[src/common/dpll_pkg.sv]
// Purpose: Shared constants and types for the loop mode and steering block
// Assumes: AXI4-Lite register slave, 32-bit data, byte addresses below
// Notes:   Hi words of 40-bit values hold bits 39:32 in their low byte
package dpll_pkg;
  localparam int WORD_W = 40;
  localparam int STEP_W = 38;
  localparam int PRE_W  = 5;
  localparam int HIST_SHIFT = 4;

  localparam logic [7:0] OFF_CTRL    = 8'h00;
  localparam logic [7:0] OFF_STATUS  = 8'h04;
  localparam logic [7:0] OFF_TRIG    = 8'h08;
  localparam logic [7:0] OFF_STEP_LO = 8'h0C;
  localparam logic [7:0] OFF_STEP_HI = 8'h10;
  localparam logic [7:0] OFF_FREE_LO = 8'h14;
  localparam logic [7:0] OFF_FREE_HI = 8'h18;
  localparam logic [7:0] OFF_RNUM_LO = 8'h1C;
  localparam logic [7:0] OFF_RNUM_HI = 8'h20;
  localparam logic [7:0] OFF_ONUM_LO = 8'h24;
  localparam logic [7:0] OFF_ONUM_HI = 8'h28;
  localparam logic [7:0] OFF_RDEN_LO = 8'h2C;
  localparam logic [7:0] OFF_RDEN_HI = 8'h30;
  localparam logic [7:0] OFF_FTHR    = 8'h34;
  localparam logic [7:0] OFF_AVG_LO  = 8'h38;
  localparam logic [7:0] OFF_AVG_HI  = 8'h3C;

  localparam int CTRL_HIST_EN  = 0;
  localparam int CTRL_TEMP_COMPENSATED_OSC_USE = 1;
  localparam int CTRL_STEER_EN = 2;
  localparam int CTRL_PIN_EN   = 3;
  localparam int CTRL_LOOP_SEL = 4;
  localparam int CTRL_RPRE_LSB = 8;
  localparam int CTRL_OPRE_LSB = 16;

  localparam logic [31:0] RST_CTRL = 32'h0002_0200;
  localparam logic [31:0] RST_FTHR = 32'h0000_1000;
  localparam logic [4:0]  PRE_MIN  = 5'h02;
  localparam logic [4:0]  PRE_MAX  = 5'h11;
  localparam logic [40:0] DEN_FULL = 41'h100_0000_0000;

  localparam logic [1:0] RESP_OKAY   = 2'h0;
  localparam logic [1:0] RESP_SLVERR = 2'h2;

  typedef enum logic [1:0] {
    MODE_FREE_RUN,
    MODE_ACQUIRE,
    MODE_LOCKED,
    MODE_HOLDOVER
  } chan_mode_t;
endpackage

[src/common/step_pin_if.sv]
// Purpose: Carries raw steering pins in and their rising-edge pulses out
// Assumes: Bit order ch1 up, ch1 down, ch2 up, ch2 down
// Notes:   Pulses are one cycle wide
`timescale 1ns/100ps
interface step_pin_if;
  logic [3:0] pins;
  logic [3:0] rise;
  modport sync (input pins, output rise);
  modport ctrl (output pins, input rise);
endinterface

[src/core/dpll_mode_ctrl.sv]
// Purpose: Mode sequencing and oscillator steering for one loop channel
// Assumes: Loop detectors and tuning word arrive synchronous to the clock
// Notes:   Registers reached over AXI4-Lite
`timescale 1ns/100ps
module dpll_mode_ctrl #(
  parameter int CHANNEL = 1
) (
  input  wire logic        i_sys_clk,
  input  wire logic        i_rst_n,
  input  wire logic [7:0]  i_s_axi_awaddr,
  input  wire logic        i_s_axi_awvalid,
  output logic             o_s_axi_awready,
  input  wire logic [31:0] i_s_axi_wdata,
  input  wire logic [3:0]  i_s_axi_wstrb,
  input  wire logic        i_s_axi_wvalid,
  output logic             o_s_axi_wready,
  output logic [1:0]       o_s_axi_bresp,
  output logic             o_s_axi_bvalid,
  input  wire logic        i_s_axi_bready,
  input  wire logic [7:0]  i_s_axi_araddr,
  input  wire logic        i_s_axi_arvalid,
  output logic             o_s_axi_arready,
  output logic [31:0]      o_s_axi_rdata,
  output logic [1:0]       o_s_axi_rresp,
  output logic             o_s_axi_rvalid,
  input  wire logic        i_s_axi_rready,
  input  wire logic        i_xo_present,
  input  wire logic        i_temp_compensated_osc_present,
  input  wire logic [3:0]  i_ref_valid,
  input  wire logic        i_freq_lock_det,
  input  wire logic        i_phase_lock_det,
  input  wire logic [39:0] i_tuning_word,
  input  wire logic        i_ch1_step_up_pin,
  input  wire logic        i_ch1_step_down_pin,
  input  wire logic        i_ch2_step_up_pin,
  input  wire logic        i_ch2_step_down_pin,
  output logic             o_analog_loop_lock_en,
  output logic             o_osc_loop_lock_en,
  output logic [3:0]       o_ref_qualified,
  output logic [1:0]       o_mode,
  output logic             o_fast_acquire,
  output logic             o_freq_lock_lost_flag,
  output logic             o_phase_lock_lost_flag,
  output logic             o_holdover_load,
  output logic [39:0]      o_holdover_word,
  output logic [39:0]      o_ref_num,
  output logic [39:0]      o_osc_num,
  output logic [40:0]      o_ref_den,
  output logic [40:0]      o_osc_den,
  output logic [4:0]       o_ref_prescale,
  output logic [4:0]       o_osc_prescale
);
  typedef struct packed {
    logic                 aw_done;
    logic [7:0]           aw_addr;
    logic                 w_done;
    logic [31:0]          w_data;
    logic [3:0]           w_strb;
    logic                 b_valid;
    logic [1:0]           b_resp;
    logic                 r_valid;
    logic [31:0]          r_data;
    logic [1:0]           r_resp;
    logic [31:0]          ctrl;
    logic [37:0]          step;
    logic [39:0]          free_word;
    logic [39:0]          ref_num;
    logic [39:0]          osc_num;
    logic [39:0]          ref_den;
    logic [31:0]          fthr;
    logic [39:0]          avg;
    logic [39:0]          hold_word;
    logic                 hold_load;
    logic                 hist_valid;
    dpll_pkg::chan_mode_t mode;
    logic [3:0]           ref_q;
    logic                 analog_lock;
    logic                 osc_lock;
    logic                 fll;
    logic                 pll;
  } ctrl_state_t;

  ctrl_state_t s_reg;
  ctrl_state_t s_next;

  step_pin_if pin_bus ();

  assign pin_bus.pins = {i_ch2_step_down_pin, i_ch2_step_up_pin,
                         i_ch1_step_down_pin, i_ch1_step_up_pin};

  step_pin_sync u_pin_sync (
    .i_sys_clk (i_sys_clk),
    .i_rst_n   (i_rst_n),
    .pin_bus   (pin_bus.sync)
  );

  function automatic logic [31:0] merge(input logic [31:0] old_w,
                                        input logic [31:0] new_w,
                                        input logic [3:0]  strb);
    logic [31:0] res;
    res = old_w;
    for (int b = 0; b < 4; b++) begin
      if (strb[b]) begin
        res[8*b +: 8] = new_w[8*b +: 8];
      end
    end
    return res;
  endfunction

  function automatic logic [4:0] clamp_pre(input logic [4:0] v);
    logic [4:0] res;
    res = v;
    if (v < dpll_pkg::PRE_MIN) begin
      res = dpll_pkg::PRE_MIN;
    end else if (v > dpll_pkg::PRE_MAX) begin
      res = dpll_pkg::PRE_MAX;
    end
    return res;
  endfunction

  logic        pin_up;
  logic        pin_down;
  logic        sw_up;
  logic        sw_down;
  logic        num_written;
  logic        any_ref;
  logic [31:0] wr_word;
  logic [31:0] rd_word;
  logic        rd_ok;
  logic [39:0] drift;
  logic [39:0] diff;
  logic        up;
  logic        down;

  // Each instance listens only to its own channel's pin pair
  assign pin_up   = (CHANNEL == 1) ? pin_bus.rise[0] : pin_bus.rise[2];
  assign pin_down = (CHANNEL == 1) ? pin_bus.rise[1] : pin_bus.rise[3];
  assign any_ref  = |i_ref_valid;

  always_comb begin
    rd_ok = 1'b1;
    unique case (i_s_axi_araddr)
      dpll_pkg::OFF_CTRL:    rd_word = s_reg.ctrl;
      dpll_pkg::OFF_STATUS:  rd_word = {20'h00000, s_reg.ref_q,
                                        s_reg.mode == dpll_pkg::MODE_ACQUIRE,
                                        s_reg.osc_lock, s_reg.analog_lock,
                                        s_reg.hist_valid, s_reg.pll,
                                        s_reg.fll, s_reg.mode};
      dpll_pkg::OFF_TRIG:    rd_word = 32'h00000000;
      dpll_pkg::OFF_STEP_LO: rd_word = s_reg.step[31:0];
      dpll_pkg::OFF_STEP_HI: rd_word = {26'h0000000, s_reg.step[37:32]};
      dpll_pkg::OFF_FREE_LO: rd_word = s_reg.free_word[31:0];
      dpll_pkg::OFF_FREE_HI: rd_word = {24'h000000, s_reg.free_word[39:32]};
      dpll_pkg::OFF_RNUM_LO: rd_word = s_reg.ref_num[31:0];
      dpll_pkg::OFF_RNUM_HI: rd_word = {24'h000000, s_reg.ref_num[39:32]};
      dpll_pkg::OFF_ONUM_LO: rd_word = s_reg.osc_num[31:0];
      dpll_pkg::OFF_ONUM_HI: rd_word = {24'h000000, s_reg.osc_num[39:32]};
      dpll_pkg::OFF_RDEN_LO: rd_word = s_reg.ref_den[31:0];
      dpll_pkg::OFF_RDEN_HI: rd_word = {24'h000000, s_reg.ref_den[39:32]};
      dpll_pkg::OFF_FTHR:    rd_word = s_reg.fthr;
      dpll_pkg::OFF_AVG_LO:  rd_word = s_reg.avg[31:0];
      dpll_pkg::OFF_AVG_HI:  rd_word = {24'h000000, s_reg.avg[39:32]};
      default: begin
        rd_word = 32'h00000000;
        rd_ok   = 1'b0;
      end
    endcase
  end

  always_comb begin
    s_next      = s_reg;
    sw_up       = 1'b0;
    sw_down     = 1'b0;
    num_written = 1'b0;
    wr_word     = 32'h00000000;
    drift       = 40'h0000000000;
    diff        = 40'h0000000000;
    up          = 1'b0;
    down        = 1'b0;

    // Address and data may arrive in either order
    if (i_s_axi_awvalid && o_s_axi_awready) begin
      s_next.aw_done = 1'b1;
      s_next.aw_addr = i_s_axi_awaddr;
    end
    if (i_s_axi_wvalid && o_s_axi_wready) begin
      s_next.w_done = 1'b1;
      s_next.w_data = i_s_axi_wdata;
      s_next.w_strb = i_s_axi_wstrb;
    end
    if (s_reg.b_valid && i_s_axi_bready) begin
      s_next.b_valid = 1'b0;
    end
    if (s_reg.r_valid && i_s_axi_rready) begin
      s_next.r_valid = 1'b0;
    end
    if (i_s_axi_arvalid && o_s_axi_arready) begin
      s_next.r_valid = 1'b1;
      s_next.r_data  = rd_word;
      s_next.r_resp  = rd_ok ? dpll_pkg::RESP_OKAY : dpll_pkg::RESP_SLVERR;
    end

    if (s_reg.aw_done && s_reg.w_done && !s_reg.b_valid) begin
      s_next.aw_done = 1'b0;
      s_next.w_done  = 1'b0;
      s_next.b_valid = 1'b1;
      s_next.b_resp  = dpll_pkg::RESP_OKAY;
      unique case (s_reg.aw_addr)
        dpll_pkg::OFF_CTRL: begin
          wr_word = merge(s_reg.ctrl, s_reg.w_data, s_reg.w_strb);
          s_next.ctrl = wr_word;
          // Out-of-range prescaler values are pulled to the limits
          s_next.ctrl[dpll_pkg::CTRL_RPRE_LSB +: 5] =
            clamp_pre(wr_word[dpll_pkg::CTRL_RPRE_LSB +: 5]);
          s_next.ctrl[dpll_pkg::CTRL_OPRE_LSB +: 5] =
            clamp_pre(wr_word[dpll_pkg::CTRL_OPRE_LSB +: 5]);
        end
        dpll_pkg::OFF_TRIG: begin
          if (s_reg.w_strb[0]) begin
            sw_up   = ~s_reg.w_data[0];
            sw_down = s_reg.w_data[0];
          end
        end
        dpll_pkg::OFF_STEP_LO: begin
          s_next.step[31:0] = merge(s_reg.step[31:0], s_reg.w_data,
                                    s_reg.w_strb);
        end
        dpll_pkg::OFF_STEP_HI: begin
          if (s_reg.w_strb[0]) begin
            s_next.step[37:32] = s_reg.w_data[5:0];
          end
        end
        dpll_pkg::OFF_FREE_LO: begin
          s_next.free_word[31:0] = merge(s_reg.free_word[31:0],
                                         s_reg.w_data, s_reg.w_strb);
        end
        dpll_pkg::OFF_FREE_HI: begin
          if (s_reg.w_strb[0]) begin
            s_next.free_word[39:32] = s_reg.w_data[7:0];
          end
        end
        dpll_pkg::OFF_RNUM_LO: begin
          num_written = 1'b1;
          s_next.ref_num[31:0] = merge(s_reg.ref_num[31:0],
                                       s_reg.w_data, s_reg.w_strb);
        end
        dpll_pkg::OFF_RNUM_HI: begin
          num_written = 1'b1;
          if (s_reg.w_strb[0]) begin
            s_next.ref_num[39:32] = s_reg.w_data[7:0];
          end
        end
        dpll_pkg::OFF_ONUM_LO: begin
          num_written = 1'b1;
          s_next.osc_num[31:0] = merge(s_reg.osc_num[31:0],
                                       s_reg.w_data, s_reg.w_strb);
        end
        dpll_pkg::OFF_ONUM_HI: begin
          num_written = 1'b1;
          if (s_reg.w_strb[0]) begin
            s_next.osc_num[39:32] = s_reg.w_data[7:0];
          end
        end
        dpll_pkg::OFF_RDEN_LO: begin
          s_next.ref_den[31:0] = merge(s_reg.ref_den[31:0],
                                       s_reg.w_data, s_reg.w_strb);
        end
        dpll_pkg::OFF_RDEN_HI: begin
          if (s_reg.w_strb[0]) begin
            s_next.ref_den[39:32] = s_reg.w_data[7:0];
          end
        end
        dpll_pkg::OFF_FTHR: begin
          s_next.fthr = merge(s_reg.fthr, s_reg.w_data, s_reg.w_strb);
        end
        dpll_pkg::OFF_STATUS, dpll_pkg::OFF_AVG_LO,
        dpll_pkg::OFF_AVG_HI: begin
          s_next.b_resp = dpll_pkg::RESP_OKAY;
        end
        default: begin
          s_next.b_resp = dpll_pkg::RESP_SLVERR;
        end
      endcase
    end

    // Lock enables follow the monitors so a lost oscillator drops lock
    s_next.analog_lock = i_xo_present;
    s_next.osc_lock = s_reg.ctrl[dpll_pkg::CTRL_TEMP_COMPENSATED_OSC_USE]
                      & i_temp_compensated_osc_present;

    s_next.hold_load = 1'b0;
    unique case (s_reg.mode)
      dpll_pkg::MODE_FREE_RUN: begin
        if (any_ref && s_reg.analog_lock) begin
          s_next.mode = dpll_pkg::MODE_ACQUIRE;
        end
      end
      dpll_pkg::MODE_ACQUIRE, dpll_pkg::MODE_LOCKED: begin
        if (!any_ref) begin
          s_next.mode      = dpll_pkg::MODE_HOLDOVER;
          s_next.hold_load = 1'b1;
          s_next.hold_word = s_reg.hist_valid ? s_reg.avg
                                              : s_reg.free_word;
        end else if (s_reg.mode == dpll_pkg::MODE_ACQUIRE
                     && i_phase_lock_det) begin
          s_next.mode = dpll_pkg::MODE_LOCKED;
        end
      end
      dpll_pkg::MODE_HOLDOVER: begin
        // Loop re-enters fast acquisition from the held word
        if (any_ref) begin
          s_next.mode = dpll_pkg::MODE_ACQUIRE;
        end
      end
    endcase

    // No reference is reported qualified while free-running
    s_next.ref_q = (s_next.mode == dpll_pkg::MODE_FREE_RUN) ? 4'h0
                                                            : i_ref_valid;

    if (s_next.mode == dpll_pkg::MODE_HOLDOVER) begin
      drift = i_tuning_word - s_next.hold_word;
      if (drift[39]) begin
        drift = 40'h0000000000 - drift;
      end
      s_next.pll = 1'b1;
      s_next.fll = drift > {8'h00, s_reg.fthr};
    end else if (s_next.mode == dpll_pkg::MODE_FREE_RUN) begin
      s_next.pll = 1'b1;
      s_next.fll = 1'b1;
    end else begin
      s_next.pll = ~i_phase_lock_det;
      s_next.fll = ~i_freq_lock_det;
    end

    // Exponential average of the tuning word after frequency lock
    if (!s_reg.ctrl[dpll_pkg::CTRL_HIST_EN]) begin
      s_next.hist_valid = 1'b0;
    end else if (s_reg.mode == dpll_pkg::MODE_LOCKED && !s_reg.fll) begin
      if (!s_reg.hist_valid) begin
        s_next.avg        = i_tuning_word;
        s_next.hist_valid = 1'b1;
      end else begin
        diff = i_tuning_word - s_reg.avg;
        s_next.avg = s_reg.avg + 40'($signed(diff) >>> dpll_pkg::HIST_SHIFT);
      end
    end

    // Up and down in one cycle cancel; a direct write beats a step
    if (s_reg.ctrl[dpll_pkg::CTRL_STEER_EN]
        && s_reg.mode == dpll_pkg::MODE_LOCKED && !num_written) begin
      up   = sw_up | (s_reg.ctrl[dpll_pkg::CTRL_PIN_EN] & pin_up);
      down = sw_down | (s_reg.ctrl[dpll_pkg::CTRL_PIN_EN] & pin_down);
      if (up != down) begin
        if (s_reg.ctrl[dpll_pkg::CTRL_LOOP_SEL]) begin
          s_next.ref_num = up ? s_reg.ref_num + {2'h0, s_reg.step}
                              : s_reg.ref_num - {2'h0, s_reg.step};
        end else begin
          s_next.osc_num = up ? s_reg.osc_num + {2'h0, s_reg.step}
                              : s_reg.osc_num - {2'h0, s_reg.step};
        end
      end
    end
  end

  always_ff @(posedge i_sys_clk or negedge i_rst_n) begin
    if (!i_rst_n) begin
      s_reg      <= '0;
      s_reg.ctrl <= dpll_pkg::RST_CTRL;
      s_reg.fthr <= dpll_pkg::RST_FTHR;
      s_reg.mode <= dpll_pkg::MODE_FREE_RUN;
      s_reg.fll  <= 1'b1;
      s_reg.pll  <= 1'b1;
    end else begin
      s_reg <= s_next;
    end
  end

  assign o_s_axi_awready = !s_reg.aw_done && !s_reg.b_valid;
  assign o_s_axi_wready  = !s_reg.w_done && !s_reg.b_valid;
  assign o_s_axi_bvalid  = s_reg.b_valid;
  assign o_s_axi_bresp   = s_reg.b_resp;
  assign o_s_axi_arready = !s_reg.r_valid;
  assign o_s_axi_rvalid  = s_reg.r_valid;
  assign o_s_axi_rdata   = s_reg.r_data;
  assign o_s_axi_rresp   = s_reg.r_resp;

  assign o_analog_loop_lock_en  = s_reg.analog_lock;
  assign o_osc_loop_lock_en     = s_reg.osc_lock;
  assign o_ref_qualified        = s_reg.ref_q;
  assign o_mode                 = s_reg.mode;
  assign o_fast_acquire         = s_reg.mode == dpll_pkg::MODE_ACQUIRE;
  assign o_freq_lock_lost_flag  = s_reg.fll;
  assign o_phase_lock_lost_flag = s_reg.pll;
  assign o_holdover_load        = s_reg.hold_load;
  assign o_holdover_word        = s_reg.hold_word;
  assign o_ref_num              = s_reg.ref_num;
  assign o_osc_num              = s_reg.osc_num;
  // Zero stands for the full 2^40 span
  assign o_ref_den = (s_reg.ref_den == 40'h0000000000) ? dpll_pkg::DEN_FULL
                                                      : {1'b0, s_reg.ref_den};
  assign o_osc_den      = dpll_pkg::DEN_FULL;
  assign o_ref_prescale = s_reg.ctrl[dpll_pkg::CTRL_RPRE_LSB +: 5];
  assign o_osc_prescale = s_reg.ctrl[dpll_pkg::CTRL_OPRE_LSB +: 5];
endmodule

[src/core/step_pin_sync.sv]
// Purpose: Synchronise the step pins and detect their rising edges
// Assumes: Pulses stay high longer than two clock periods
// Notes:   First stage feeds only the second stage
`timescale 1ns/100ps
module step_pin_sync (
  input  wire logic i_sys_clk,
  input  wire logic i_rst_n,
  step_pin_if.sync  pin_bus
);
  typedef struct packed {
    logic [3:0] meta;
    logic [3:0] sync;
    logic [3:0] prev;
  } sync_state_t;

  sync_state_t s_reg;
  sync_state_t s_next;

  always_comb begin
    s_next      = s_reg;
    s_next.meta = pin_bus.pins;
    s_next.sync = s_reg.meta;
    s_next.prev = s_reg.sync;
  end

  always_ff @(posedge i_sys_clk or negedge i_rst_n) begin
    if (!i_rst_n) begin
      s_reg <= '0;
    end else begin
      s_reg <= s_next;
    end
  end

  // One pulse per qualifying high level
  for (genvar g = 0; g < 4; g++) begin : g_edge
    assign pin_bus.rise[g] = s_reg.sync[g] & ~s_reg.prev[g];
  end
endmodule

[config.mk]
export PLATFORM = sky130hd
export DESIGN_NAME = dpll_mode_ctrl
export DESIGN_NICKNAME = d
export VERILOG_FILES = /design/src/common/dpll_pkg.sv /design/src/common/step_pin_if.sv /design/src/core/dpll_mode_ctrl.sv /design/src/core/step_pin_sync.sv
export SDC_FILE = /design/constraint.sdc
export NUM_CORES = 1
export LEC_CHECK = 0
export BUFFER_PORTS_ARGS = -buffer_cell sky130_fd_sc_hd__buf_2
export CAP_MARGIN = 15
export CORE_MARGIN = 2
export CORE_UTILIZATION = 32
export CTS_CLUSTER_DIAMETER = 80
export DETAILED_ROUTE_END_ITERATION = 16
export GPL_TIMING_DRIVEN = 0
export PLACE_DENSITY_LB_ADDON = 0.25
export SETUP_SLACK_MARGIN = 0.02
export SLEW_MARGIN = 40
export SYNTH_ARGS = -nofsm -noshare
export SYNTH_HDL_FRONTEND = slang
export SYNTH_SLANG_ARGS = --single-unit
[constraint.sdc]
create_clock -name i_sys_clk -period 8.2 [get_ports i_sys_clk]
set_input_delay 1.23 -clock i_sys_clk [delete_from_list [all_inputs] [get_ports i_sys_clk]]
set_output_delay 1.23 -clock i_sys_clk [all_outputs]
set_load 0.02 [all_outputs]
**After elaboration in Yosys (flattened, before gate mapping)**

Cells that the tools add are included.

- Add/subtract/negate cells: 8
- Multipliers: 0
- Divide/modulo/power cells: 0
- Order comparisons: 5
- Equality and inequality tests: 38
- Shift-type cells: 0
- Mux-type cells: 80
- Bitwise operators: 12
- Reduce and logical (&&, ||, !) cells: 59

Operator list:

| operator | number |
|---|---|
| $pmux W32 S15 | 1 |
| $mux W40 | 8 |
| $mux W8 | 28 |
| $mux W80 | 2 |
| $mux W152 | 1 |
| $eq A8 B6 Y1 const B | 16 |
| $mux W32 | 4 |
| $mux W41 | 3 |
| $add A40 B38 Y40 | 2 |
| $sub A40 B38 Y40 | 2 |
| $sub A40 B40 Y40 | 2 |
| $reduce_and A3 Y1 | 23 |
| $eq A8 B5 Y1 const B | 8 |
| $add A40 B40 Y40 | 1 |
| $gt A40 B32 Y1 | 1 |
| $logic_not A40 Y1 | 1 |
| $sub A1 B40 Y40 const A | 1 |
| $mux W37 | 1 |
| $mux W35 | 1 |
| $eq A8 B4 Y1 const B | 4 |
| $reduce_or A16 Y1 | 2 |
| $mux W5 | 4 |
| $eq A8 B3 Y1 const B | 2 |
| $logic_not A8 Y1 | 2 |
| other kinds (23) | 82 |

- Register bits: 444
- Bits in latches: 0
- RAM bits: 0
- Memory bits (read-only): 0
- Input port bits: 111
- Output and inout bits: 265
- Word-level logic and storage cells: 251
- Memories kept: 0

**Logic depth before layout (Yosys ltp)**

Gate-level depths: netlist of the first run.

- Depth after elaboration: 9
- Depth in mapped cells: 40
- Depth with buffers taken out: 35

**By module**

A second synthesis of the first run with hierarchy kept.

- Cells, all modules: 3797
- Area, all modules: 34449.3 um2

Modules (own cells, without submodules):

| module | instances | cells each | area an instance (um2) | seq. area each (um2) |
|---|---|---|---|---|
| dpll_mode_ctrl | 1 | 3781 | 34093.9 | 10916.7 |
| step_pin_sync | 1 | 16 | 355.3 | 300.3 |

**Least setup slack after synthesis of the first run**

Ideal clock, no wire load.

- Kind: input-to-reg
- From: input port i_ref_valid[0]
- To: register s_reg (netlist bit o_freq_lock_lost_flag)
- Library setup time: 0.087 ns
- Data arrival time: 7.948 ns
- Data required time: 8.113 ns
- Slack: 0.165 ns
- Stages on the path: 37
- Buffers on the path: 3
- Cells stage by stage: nor4_2 nand2_1 clkbuf_1 clkbuf_1 clkbuf_1 nand2_1 o21ai_0 ha_1 fa_1 nand2b_1 a2111oi_1 a221oi_1 or2_1 o311ai_4 o21ai_2 xor2_2 nand3_1 or4_4 nor3_4 and3_1 nor2_1 xor2_1 ha_1 a21o_1 a21o_1 a21oi_1 nor2b_1 o21ai_0 nand2b_1 a21oi_1 nor2b_1 o21ai_0 nand3_1 a31oi_1 nor4bb_1 and4b_1 a22oi_1

RTL lines:

| item | line | text |
|---|---|---|
| from (decl) | dpll_mode_ctrl.sv:29 | `input wire logic [3:0] i_ref_valid,` |
| to (signal assigned) | dpll_mode_ctrl.sv:375 | `s_reg <= s_next;` |
| to (decl) | dpll_mode_ctrl.sv:83 | `ctrl_state_t s_reg;` |

==> results of run 1 <==
## repair_timing
action                                  4_1_cts  5_1_grt
cloned                                        0        0
endpoints found under the hold margin         0        0
endpoints found under the setup margin        1        1
resized for setup                            40       45
pin swaps                                    10       21
setup buffers                                 9       12
## cell type report
class,instances,area share (%)
Multi-Input combinational cell,2758,50.8
Inverter,159,1.49
Buffer,382,5.76
Sequential cell,442,27.6
Timing Repair Buffer,361,5.09
Clock inverter,29,1.13
Tap cell,1391,4.34
Clock buffer,72,3.84
## logic make-up (layout without fill, tap and decap cells)
| family | Yosys count | after routing | synth area share (%) |
|---|---|---|---|
| adder cells (fa/ha/maj) | 232 | 232 | 8.66 |
| AND/OR/NAND/NOR | 922 | 922 | 13.2 |
| flip-flops | 442 | 442 | 32.7 |
| AO/OA/AOI/OAI | 954 | 954 | 19.0 |
| other | 2 | 43 | 0.0222 |
| buffers and inverters | 546 | 1003 | 8.45 |
| XOR/XNOR | 230 | 230 | 5.98 |
| multiplexers | 377 | 377 | 12.0 |
## power by group
group / total (uW) / internal [uW] / switching [uW]
Sequential: 3190 / 2510 / 686
Combinational: 6790 / 2680 / 4110
Clock: 2720 / 1620 / 1100
Total: 12700 / 6800 / 5900
## cells in the final DEF (no fill, tap or decap), types with 13 or more instances in the layout
cell | netlist | final
xnor2_1 | 142 | 138
nor4_1 | 25 | 22
dfrtp_1 | 437 | 435
mux2i_1 | 151 | 151
a22oi_1 | 53 | 52
inv_1 | 159 | 159
a211oi_1 | 18 | 16
nor3_1 | 48 | 46
buf_2 | 3 | 337
clkbuf_1 | 154 | 136
o211ai_1 | 16 | 16
o21ai_0 | 208 | 203
xor2_1 | 87 | 87
a222oi_1 | 14 | 14
or3_1 | 13 | 13
and3_1 | 24 | 22
and2_1 | 29 | 28
o21a_1 | 68 | 68
nand2_1 | 278 | 277
a221oi_1 | 53 | 51
clkbuf_16 | 0 | 55
a31oi_1 | 32 | 31
a21oi_1 | 207 | 203
a22o_1 | 76 | 76
conb_1 | 2 | 43
nand4_1 | 47 | 47
o21bai_1 | 22 | 22
clkbuf_2 | 4 | 16
nor2b_1 | 49 | 47
a21o_1 | 95 | 95
ha_1 | 227 | 222
mux2_2 | 226 | 226
buf_4 | 213 | 234
nor2_1 | 229 | 227
nand2b_1 | 39 | 38
nand3b_1 | 13 | 13
nand3_1 | 80 | 79
## metal layers
| layer | global-route usage, % | up-vias | routed length (um) | part of all wire, % |
|---|---|---|---|---|
| li1 | - | 14068 | - | - |
| met1 | 35.4 | 15268 | 62500 | 44 |
| met2 | 41.5 | 1238 | 65100 | 46 |
| met3 | 2.99 | 221 | 9610 | 6.8 |
| met4 | 8.44 | 6 | 5030 | 3.5 |
| met5 | 0 | - | 34 | 0.024 |
## how the worst max path moves through the flow
stage	from	to	cells past startpoint
6_report	i_ref_valid[0]	o_freq_lock_lost_flag	40
5_1_grt	i_ref_valid[0]	o_freq_lock_lost_flag	40
4_1_cts	i_ref_valid[2]	o_freq_lock_lost_flag	39
3_5_place_dp	i_ref_valid[0]	o_freq_lock_lost_flag	37
3_3_place_gp	i_rst_n	o_analog_loop_lock_en	1
2_1_floorplan	i_ref_valid[0]	o_freq_lock_lost_flag	37
## critical path, delay by kind of cell
kind	cells	cell delay, ns
and+or+nand+nor	15	2.75
AOI/OAI and AO/OA	14	2.34
buffers and inverters	6	0.90
adders and majority gates	3	0.94
xor gates and xnor gates	2	0.28
## through the flow
step                      total power, uW  instances
final                               12700       5594
after global routing                13500       5594
after CTS                           12600       5585
after detailed placement             9750       5476
after global placement               9670       5467
after floorplan                      7710       3746
==> load_flow_metrics.sql, run 1 <==
INSERT INTO impl_metrics (metric_group, metric, value, unit) VALUES
('timing', 'slew_headroom', '34.3', '%'),
('detailed_routing', 'route.vias.total', '30801', ''),
('floorplanning', 'floorplan.die.width', '329', 'um'),
('global_route', 'grt_remaining_overflow', '0', ''),
('timing', 'final_worst_clock_skew', '0.0358', 'ns'),
('placed_design', 'port_buffers', '330', ''),
('timing', 'period_minus_slack', '7.91', 'ns'),
('power_and_ir_drop', 'power.density', '317', 'nW/um^2'),
('placed_design', 'detailed_place_hpwl', '115', 'mm'),
('worst_setup_path', 'worst_setup_path_end_kind', 'register', ''),
('detailed_routing', 'routed_wire_length_per_instance', '25.4', 'um'),
('final_layout', 'finish.net_count', '4501', ''),
('logic_synthesis', 'top_cells_by_area_synth', 'dfrtp_1 32%, ha_1 8.4%, mux2_2 7.5%, buf_4 4.7%, mux2i_1 4.5%', ''),
('hold_path', 'hold_path.class', 'reg2reg', ''),
('global_route', 'grt_pass1_wl', '204', 'mm'),
('logic_synthesis', 'ys_warn_count', '0', ''),
('floorplanning', 'die_area', '108000', 'sq um'),
('floorplanning', 'initial_utilization', '32.2', '%'),
('global_route', 'global_route.usage.total', '25.6', '%'),
('final_layout', 'number_of_flip_flops_in_the_largest_register', '259', ''),
('detailed_routing', 'dr.first_iter.drc_count', '3047', ''),
('timing', 'period_share', '96.5', '%'),
('outcome', 'outcome', 'completed', ''),
('detailed_routing', 'drt.antenna.violating_nets', '0', ''),
('worst_setup_path', 'worst_r2r_startpoint', 'o_mode[0]', ''),
('detailed_routing', 'drt_pass1_iterations', '7', ''),
('final_layout', 'final_design_area_no_fill', '40100', 'sq um'),
('worst_setup_path', 'worstSetupStartpointType', 'input pin', ''),
('worst_setup_path', 'reg2reg_slack', '0.37', 'ns'),
('detailed_routing', 'finalWirelength', '142', 'mm'),
('hold_path', 'hold_depth', '0', ''),
('clock_network', 'tritoncts_num_sinks', '442', ''),
('logic_synthesis', 'synthesis.instances', '3705', ''),
('final_layout', 'area_growth_syn_to_layout', '18.5', '%'),
('placed_design', 'place_congestion', '0.975', ''),
('final_layout', 'layout.filler_cells', '10906', ''),
('logic_synthesis', 'synth.avg_cell_area', '9.13', 'sq um'),
('timing', 'rsz0062_at_grt', 'no', ''),
('timing', 'postLayoutSetupSlackWorst', '0.288', 'ns'),
('final_layout', 'n_antenna_cell', '0', ''),
('logic_synthesis', 'netlist_area', '33800', 'sq um'),
('timing', 'worst_slew_pin_slew', '0.986', 'ns'),
('worst_setup_path', 'critical_path_arrival', '8.47', 'ns'),
('clock_network', 'ctsHtreeMaxLevel', '2', ''),
('final_layout', 'final_core_util', '38.1', '%'),
('floorplanning', 'design.core.area', '105000', 'sq um'),
('logic_synthesis', 'synth_enable_flop_cells', '0', ''),
('logic_synthesis', 'synthFlopType', 'dfrtp_1', ''),
('global_route', 'pin_count_of_the_biggest_net_entering_global_routing', '73', ''),
('placed_design', 'area_of_placed_instances', '37700', 'sq um'),
('power_and_ir_drop', 'vdd_drop_max', '0.213', 'mV'),
('placed_design', 'placement.setup.worst_slack', '-2.33', 'ns'),
('detailed_routing', 'detail_route.vias_per_cell', '5.51', ''),
('logic_synthesis', 'synth.cells.most_frequent', '437 x dfrtp_1, 278 x nand2_1, 229 x nor2_1', ''),
('hold_path', 'min_delay_worst_endpoint', 'u_pin_sync.s_next[0]', ''),
('timing', 'holdWs', '0.347', 'ns'),
('worst_setup_path', 'reg2reg_depth', '39', ''),
('logic_synthesis', 'share_of_yosys_cell_area_claimed_by_the_top_area_cell_type', '32.3', '%'),
('global_route', 'via_count_of_the_first_global_routing_pass', '29793', ''),
('worst_setup_path', 'critical-path-max-stage-delay', '0.59', 'ns'),
('logic_synthesis', 'synthDominantAreaCellType', 'dfrtp_1', ''),
('timing', 'setup-violations-final', '0', ''),
('logic_synthesis', 'synth.yosys.seq_area_share', '32.7', '%'),
('clock_network', 'tritoncts.num_buffers', '55', ''),
('floorplanning', 'floorplan.rows', '119', ''),
('worst_setup_path', 'critical_path_class', 'in2reg', ''),
('timing', 'finalSetupTns', '0', 'ns'),
('logic_synthesis', 'synth.ff_latch_count', '442', ''),
('clock_network', 'cts.root.buffer_cell', 'clkbuf_16', ''),
('final_layout', 'final_layout_size_suffix_gt1_share', '24.0', '%'),
('clock_network', 'cts_hold_buffers', '0', '');
Note: power is estimated with default switching activity, not from simulation.
==> run 2: changes to the inputs <==
Clock period 8.2 ns to 8.1 ns, I/O delays scaled along.
==> load_flow_metrics.sql, run 2 (same netlist as run 1, synthesis figures left out) <==
INSERT INTO impl_metrics (metric_group, metric, value, unit) VALUES
('outcome', 'outcome', 'completed', ''),
('placed_design', 'area_of_placed_instances', '37700', 'sq um'),
('detailed_routing', 'detail_route.vias_per_cell', '5.53', ''),
('floorplanning', 'die_area', '108000', 'sq um'),
('detailed_routing', 'routed_wire_length_per_instance', '25.4', 'um'),
('timing', 'worst_slew_pin_slew', '0.945', 'ns'),
('final_layout', 'number_of_flip_flops_in_the_largest_register', '259', ''),
('worst_setup_path', 'critical_path_arrival', '8.41', 'ns'),
('worst_setup_path', 'path_max_fanout', '8', ''),
('clock_network', 'clk_pin_slew', '0.07', 'ns'),
('power_and_ir_drop', 'sequential_cell_fraction_of_total_power', '25.1', '%'),
('final_layout', 'final_design_area_no_fill', '40100', 'sq um'),
('power_and_ir_drop', 'power.density', '320', 'nW/um^2'),
('worst_setup_path', 'critPathRequiredTime', '8.66', 'ns'),
('global_route', 'global_route.usage.total', '25.6', '%'),
('timing', 'clock.fmax', '0.127', 'GHz'),
('timing', 'holdWs', '0.347', 'ns'),
('clock_network', 'worst_skew_pair.late_latency', '0.65', 'ns'),
('global_route', 'grt_remaining_overflow', '0', ''),
('detailed_routing', 'finalWirelength', '142', 'mm'),
('floorplanning', 'initial_utilization', '32.2', '%'),
('worst_setup_path', 'critical_path.most_common_cell', 'buf_8', ''),
('power_and_ir_drop', 'logic_pwr_share', '53.4', '%'),
('floorplanning', 'floorplan.rows', '119', ''),
('detailed_routing', 'drt_pass1_iterations', '8', ''),
('detailed_routing', 'drt.antenna.violating_nets', '0', ''),
('power_and_ir_drop', 'post_layout_power', '12900', 'uW'),
('power_and_ir_drop', 'power.leakage', '0.0202', 'uW'),
('global_route', 'via_count_of_the_first_global_routing_pass', '29778', ''),
('worst_setup_path', 'worst_setup_path_end_kind', 'register', ''),
('power_and_ir_drop', 'total_switching_power', '5970', 'uW'),
('global_route', 'grt_pass1_wl', '204', 'mm'),
('clock_network', 'tritoncts_num_sinks', '442', ''),
('power_and_ir_drop', 'clk_pwr_share', '21.4', '%'),
('floorplanning', 'design.core.area', '105000', 'sq um'),
('power_and_ir_drop', 'power_switching_share', '46.4', '%'),
('clock_network', 'tritoncts.num_buffers', '55', ''),
('flow_run', 'max_cap_viol_count', '0', ''),
('worst_setup_path', 'worstSetupStartpointType', 'input pin', ''),
('clock_network', 'cts.root.buffer_cell', 'clkbuf_16', ''),
('final_layout', 'final_layout_size_suffix_gt1_share', '24.1', '%'),
('clock_network', 'cts_tree', 'yes', ''),
('placed_design', 'dpl.cell_count', '5476', ''),
('worst_setup_path', 'reg2reg_slack', '0.27', 'ns'),
('timing', 'finalMaxSlewViolations', '0', ''),
('timing', 'final_worst_clock_skew', '0.0377', 'ns'),
('timing', 'finalHoldViolations', '0', ''),
('timing', 'rsz0062_at_grt', 'yes', ''),
('detailed_routing', 'dr.first_iter.drc_count', '3014', ''),
('timing', 'period_minus_slack', '7.85', 'ns'),
('placed_design', 'place_congestion', '0.975', ''),
('final_layout', 'area_growth_syn_to_layout', '18.6', '%'),
('global_route', 'grt_antenna_before_repair', '9', ''),
('power_and_ir_drop', 'cell_internal_pwr', '6890', 'uW'),
('placed_design', 'port_buffers', '330', ''),
('placed_design', 'detailed_place_hpwl', '115', 'mm'),
('final_layout', 'n_antenna_cell', '0', ''),
('timing', 'slew_headroom', '37.0', '%'),
('floorplanning', 'floorplan.die.height', '329', 'um'),
('timing', 'setup-violations-final', '0', ''),
('clock_network', 'ctsLongestPathBuffers', '3', ''),
('timing', 'finalSetupTns', '0', 'ns'),
('detailed_routing', 'drcViolationCount', '0', ''),
('power_and_ir_drop', 'vdd_drop_max', '0.215', 'mV'),
('worst_setup_path', 'critical-path-max-stage-delay', '0.42', 'ns'),
('detailed_routing', 'route.vias.total', '30934', ''),
('clock_network', 'ctsHtreeMaxLevel', '2', ''),
('final_layout', 'mostFrequentLayoutCells', '435 x dfrtp_1, 335 x buf_2, 276 x nand2_1', ''),
('worst_setup_path', 'critical_path_class', 'in2reg', ''),
('worst_setup_path', 'slowest_cell_on_the_critical_path', 'or3_4', ''),
('final_layout', 'layout_cells_excl_fill', '5595', ''),
('floorplanning', 'floorplan.io_pins', '376', ''),
('global_route', 'pin_count_of_the_biggest_net_entering_global_routing', '73', ''),
('final_layout', 'finish.net_count', '4502', ''),
('timing', 'period_share', '97.0', '%'),
('hold_path', 'hold_path.class', 'reg2reg', ''),
('clock_network', 'cts_hold_buffers', '0', ''),
('floorplanning', 'floorplan.die.width', '329', 'um'),
('final_layout', 'layout.cells.most_common', 'dfrtp_1', '');
[run 2: cell type report]
| class | count | area, sq um |
|---|---|---|
| plain buffers | 381 | 2310 |
| clock buffers | 72 | 1540 |
| clock inverters | 29 | 452 |
| fillers | 10909 | 65000 |
| inverters | 159 | 597 |
| multi-input cells | 2758 | 20300 |
| flip-flops and latches | 442 | 11100 |
| well taps | 1391 | 1740 |
| repair buffers | 363 | 2070 |
[run 2: worst max-delay path, delay by kind of cell]
| kind | cells | cell delay [ns] |
|---|---|---|
| xor+xnor | 2 | 0.31 |
| simple gates | 16 | 2.79 |
| compound gates | 13 | 2.28 |
| fa+ha+maj | 3 | 0.92 |
| buf+inv | 6 | 0.86 |
[run 2: power by group through the flow]
stage                     combinational, uW  sequential, uW  clock, uW
after CTS                              6720            3200       2800
final                                  6870            3230       2760
after global placement                 6550            3240          0
after detailed placement               6630            3240          0
after global routing                   7480            3250       2890
after floorplan                        4960            2850          0
[run 2: worst paths after layout]
path	from	cells after the start	to
min in group asynchronous	i_rst_n	1	o_ref_num[20]
hold / removal	u_pin_sync.s_next[4]	0	u_pin_sync.s_next[0]
setup / recovery	i_ref_valid[0]	40	o_freq_lock_lost_flag
max in group asynchronous	i_rst_n	4	s_reg[67]
hold reg to reg	u_pin_sync.s_next[4]	0	u_pin_sync.s_next[0]
setup reg to reg	o_mode[0]	39	o_freq_lock_lost_flag
[run 2: what timing repair did]
item / in CTS / in global routing
buffers inserted: 10 / 13
endpoints found under the setup margin: 1 / 2
pin swaps: 12 / 25
resized for setup: 43 / 49
[run 2: metrics by stage]
step | utilization [%] | setup slack [ns]
floorplan | - | 0.0803
global placement | 35.6 | -3.98
detailed placement | 35.8 | -2.41
CTS | 37.9 | 0.0343
global route | 38.2 | -0.00643
finish | 38.2 | 0.247
[run 2: routing by layer]
layer	GRT usage, %	routed length (um)
met1	35.5	62000
met2	41.5	65000
met3	3.00	10200
met4	8.49	5160
met5	0	34
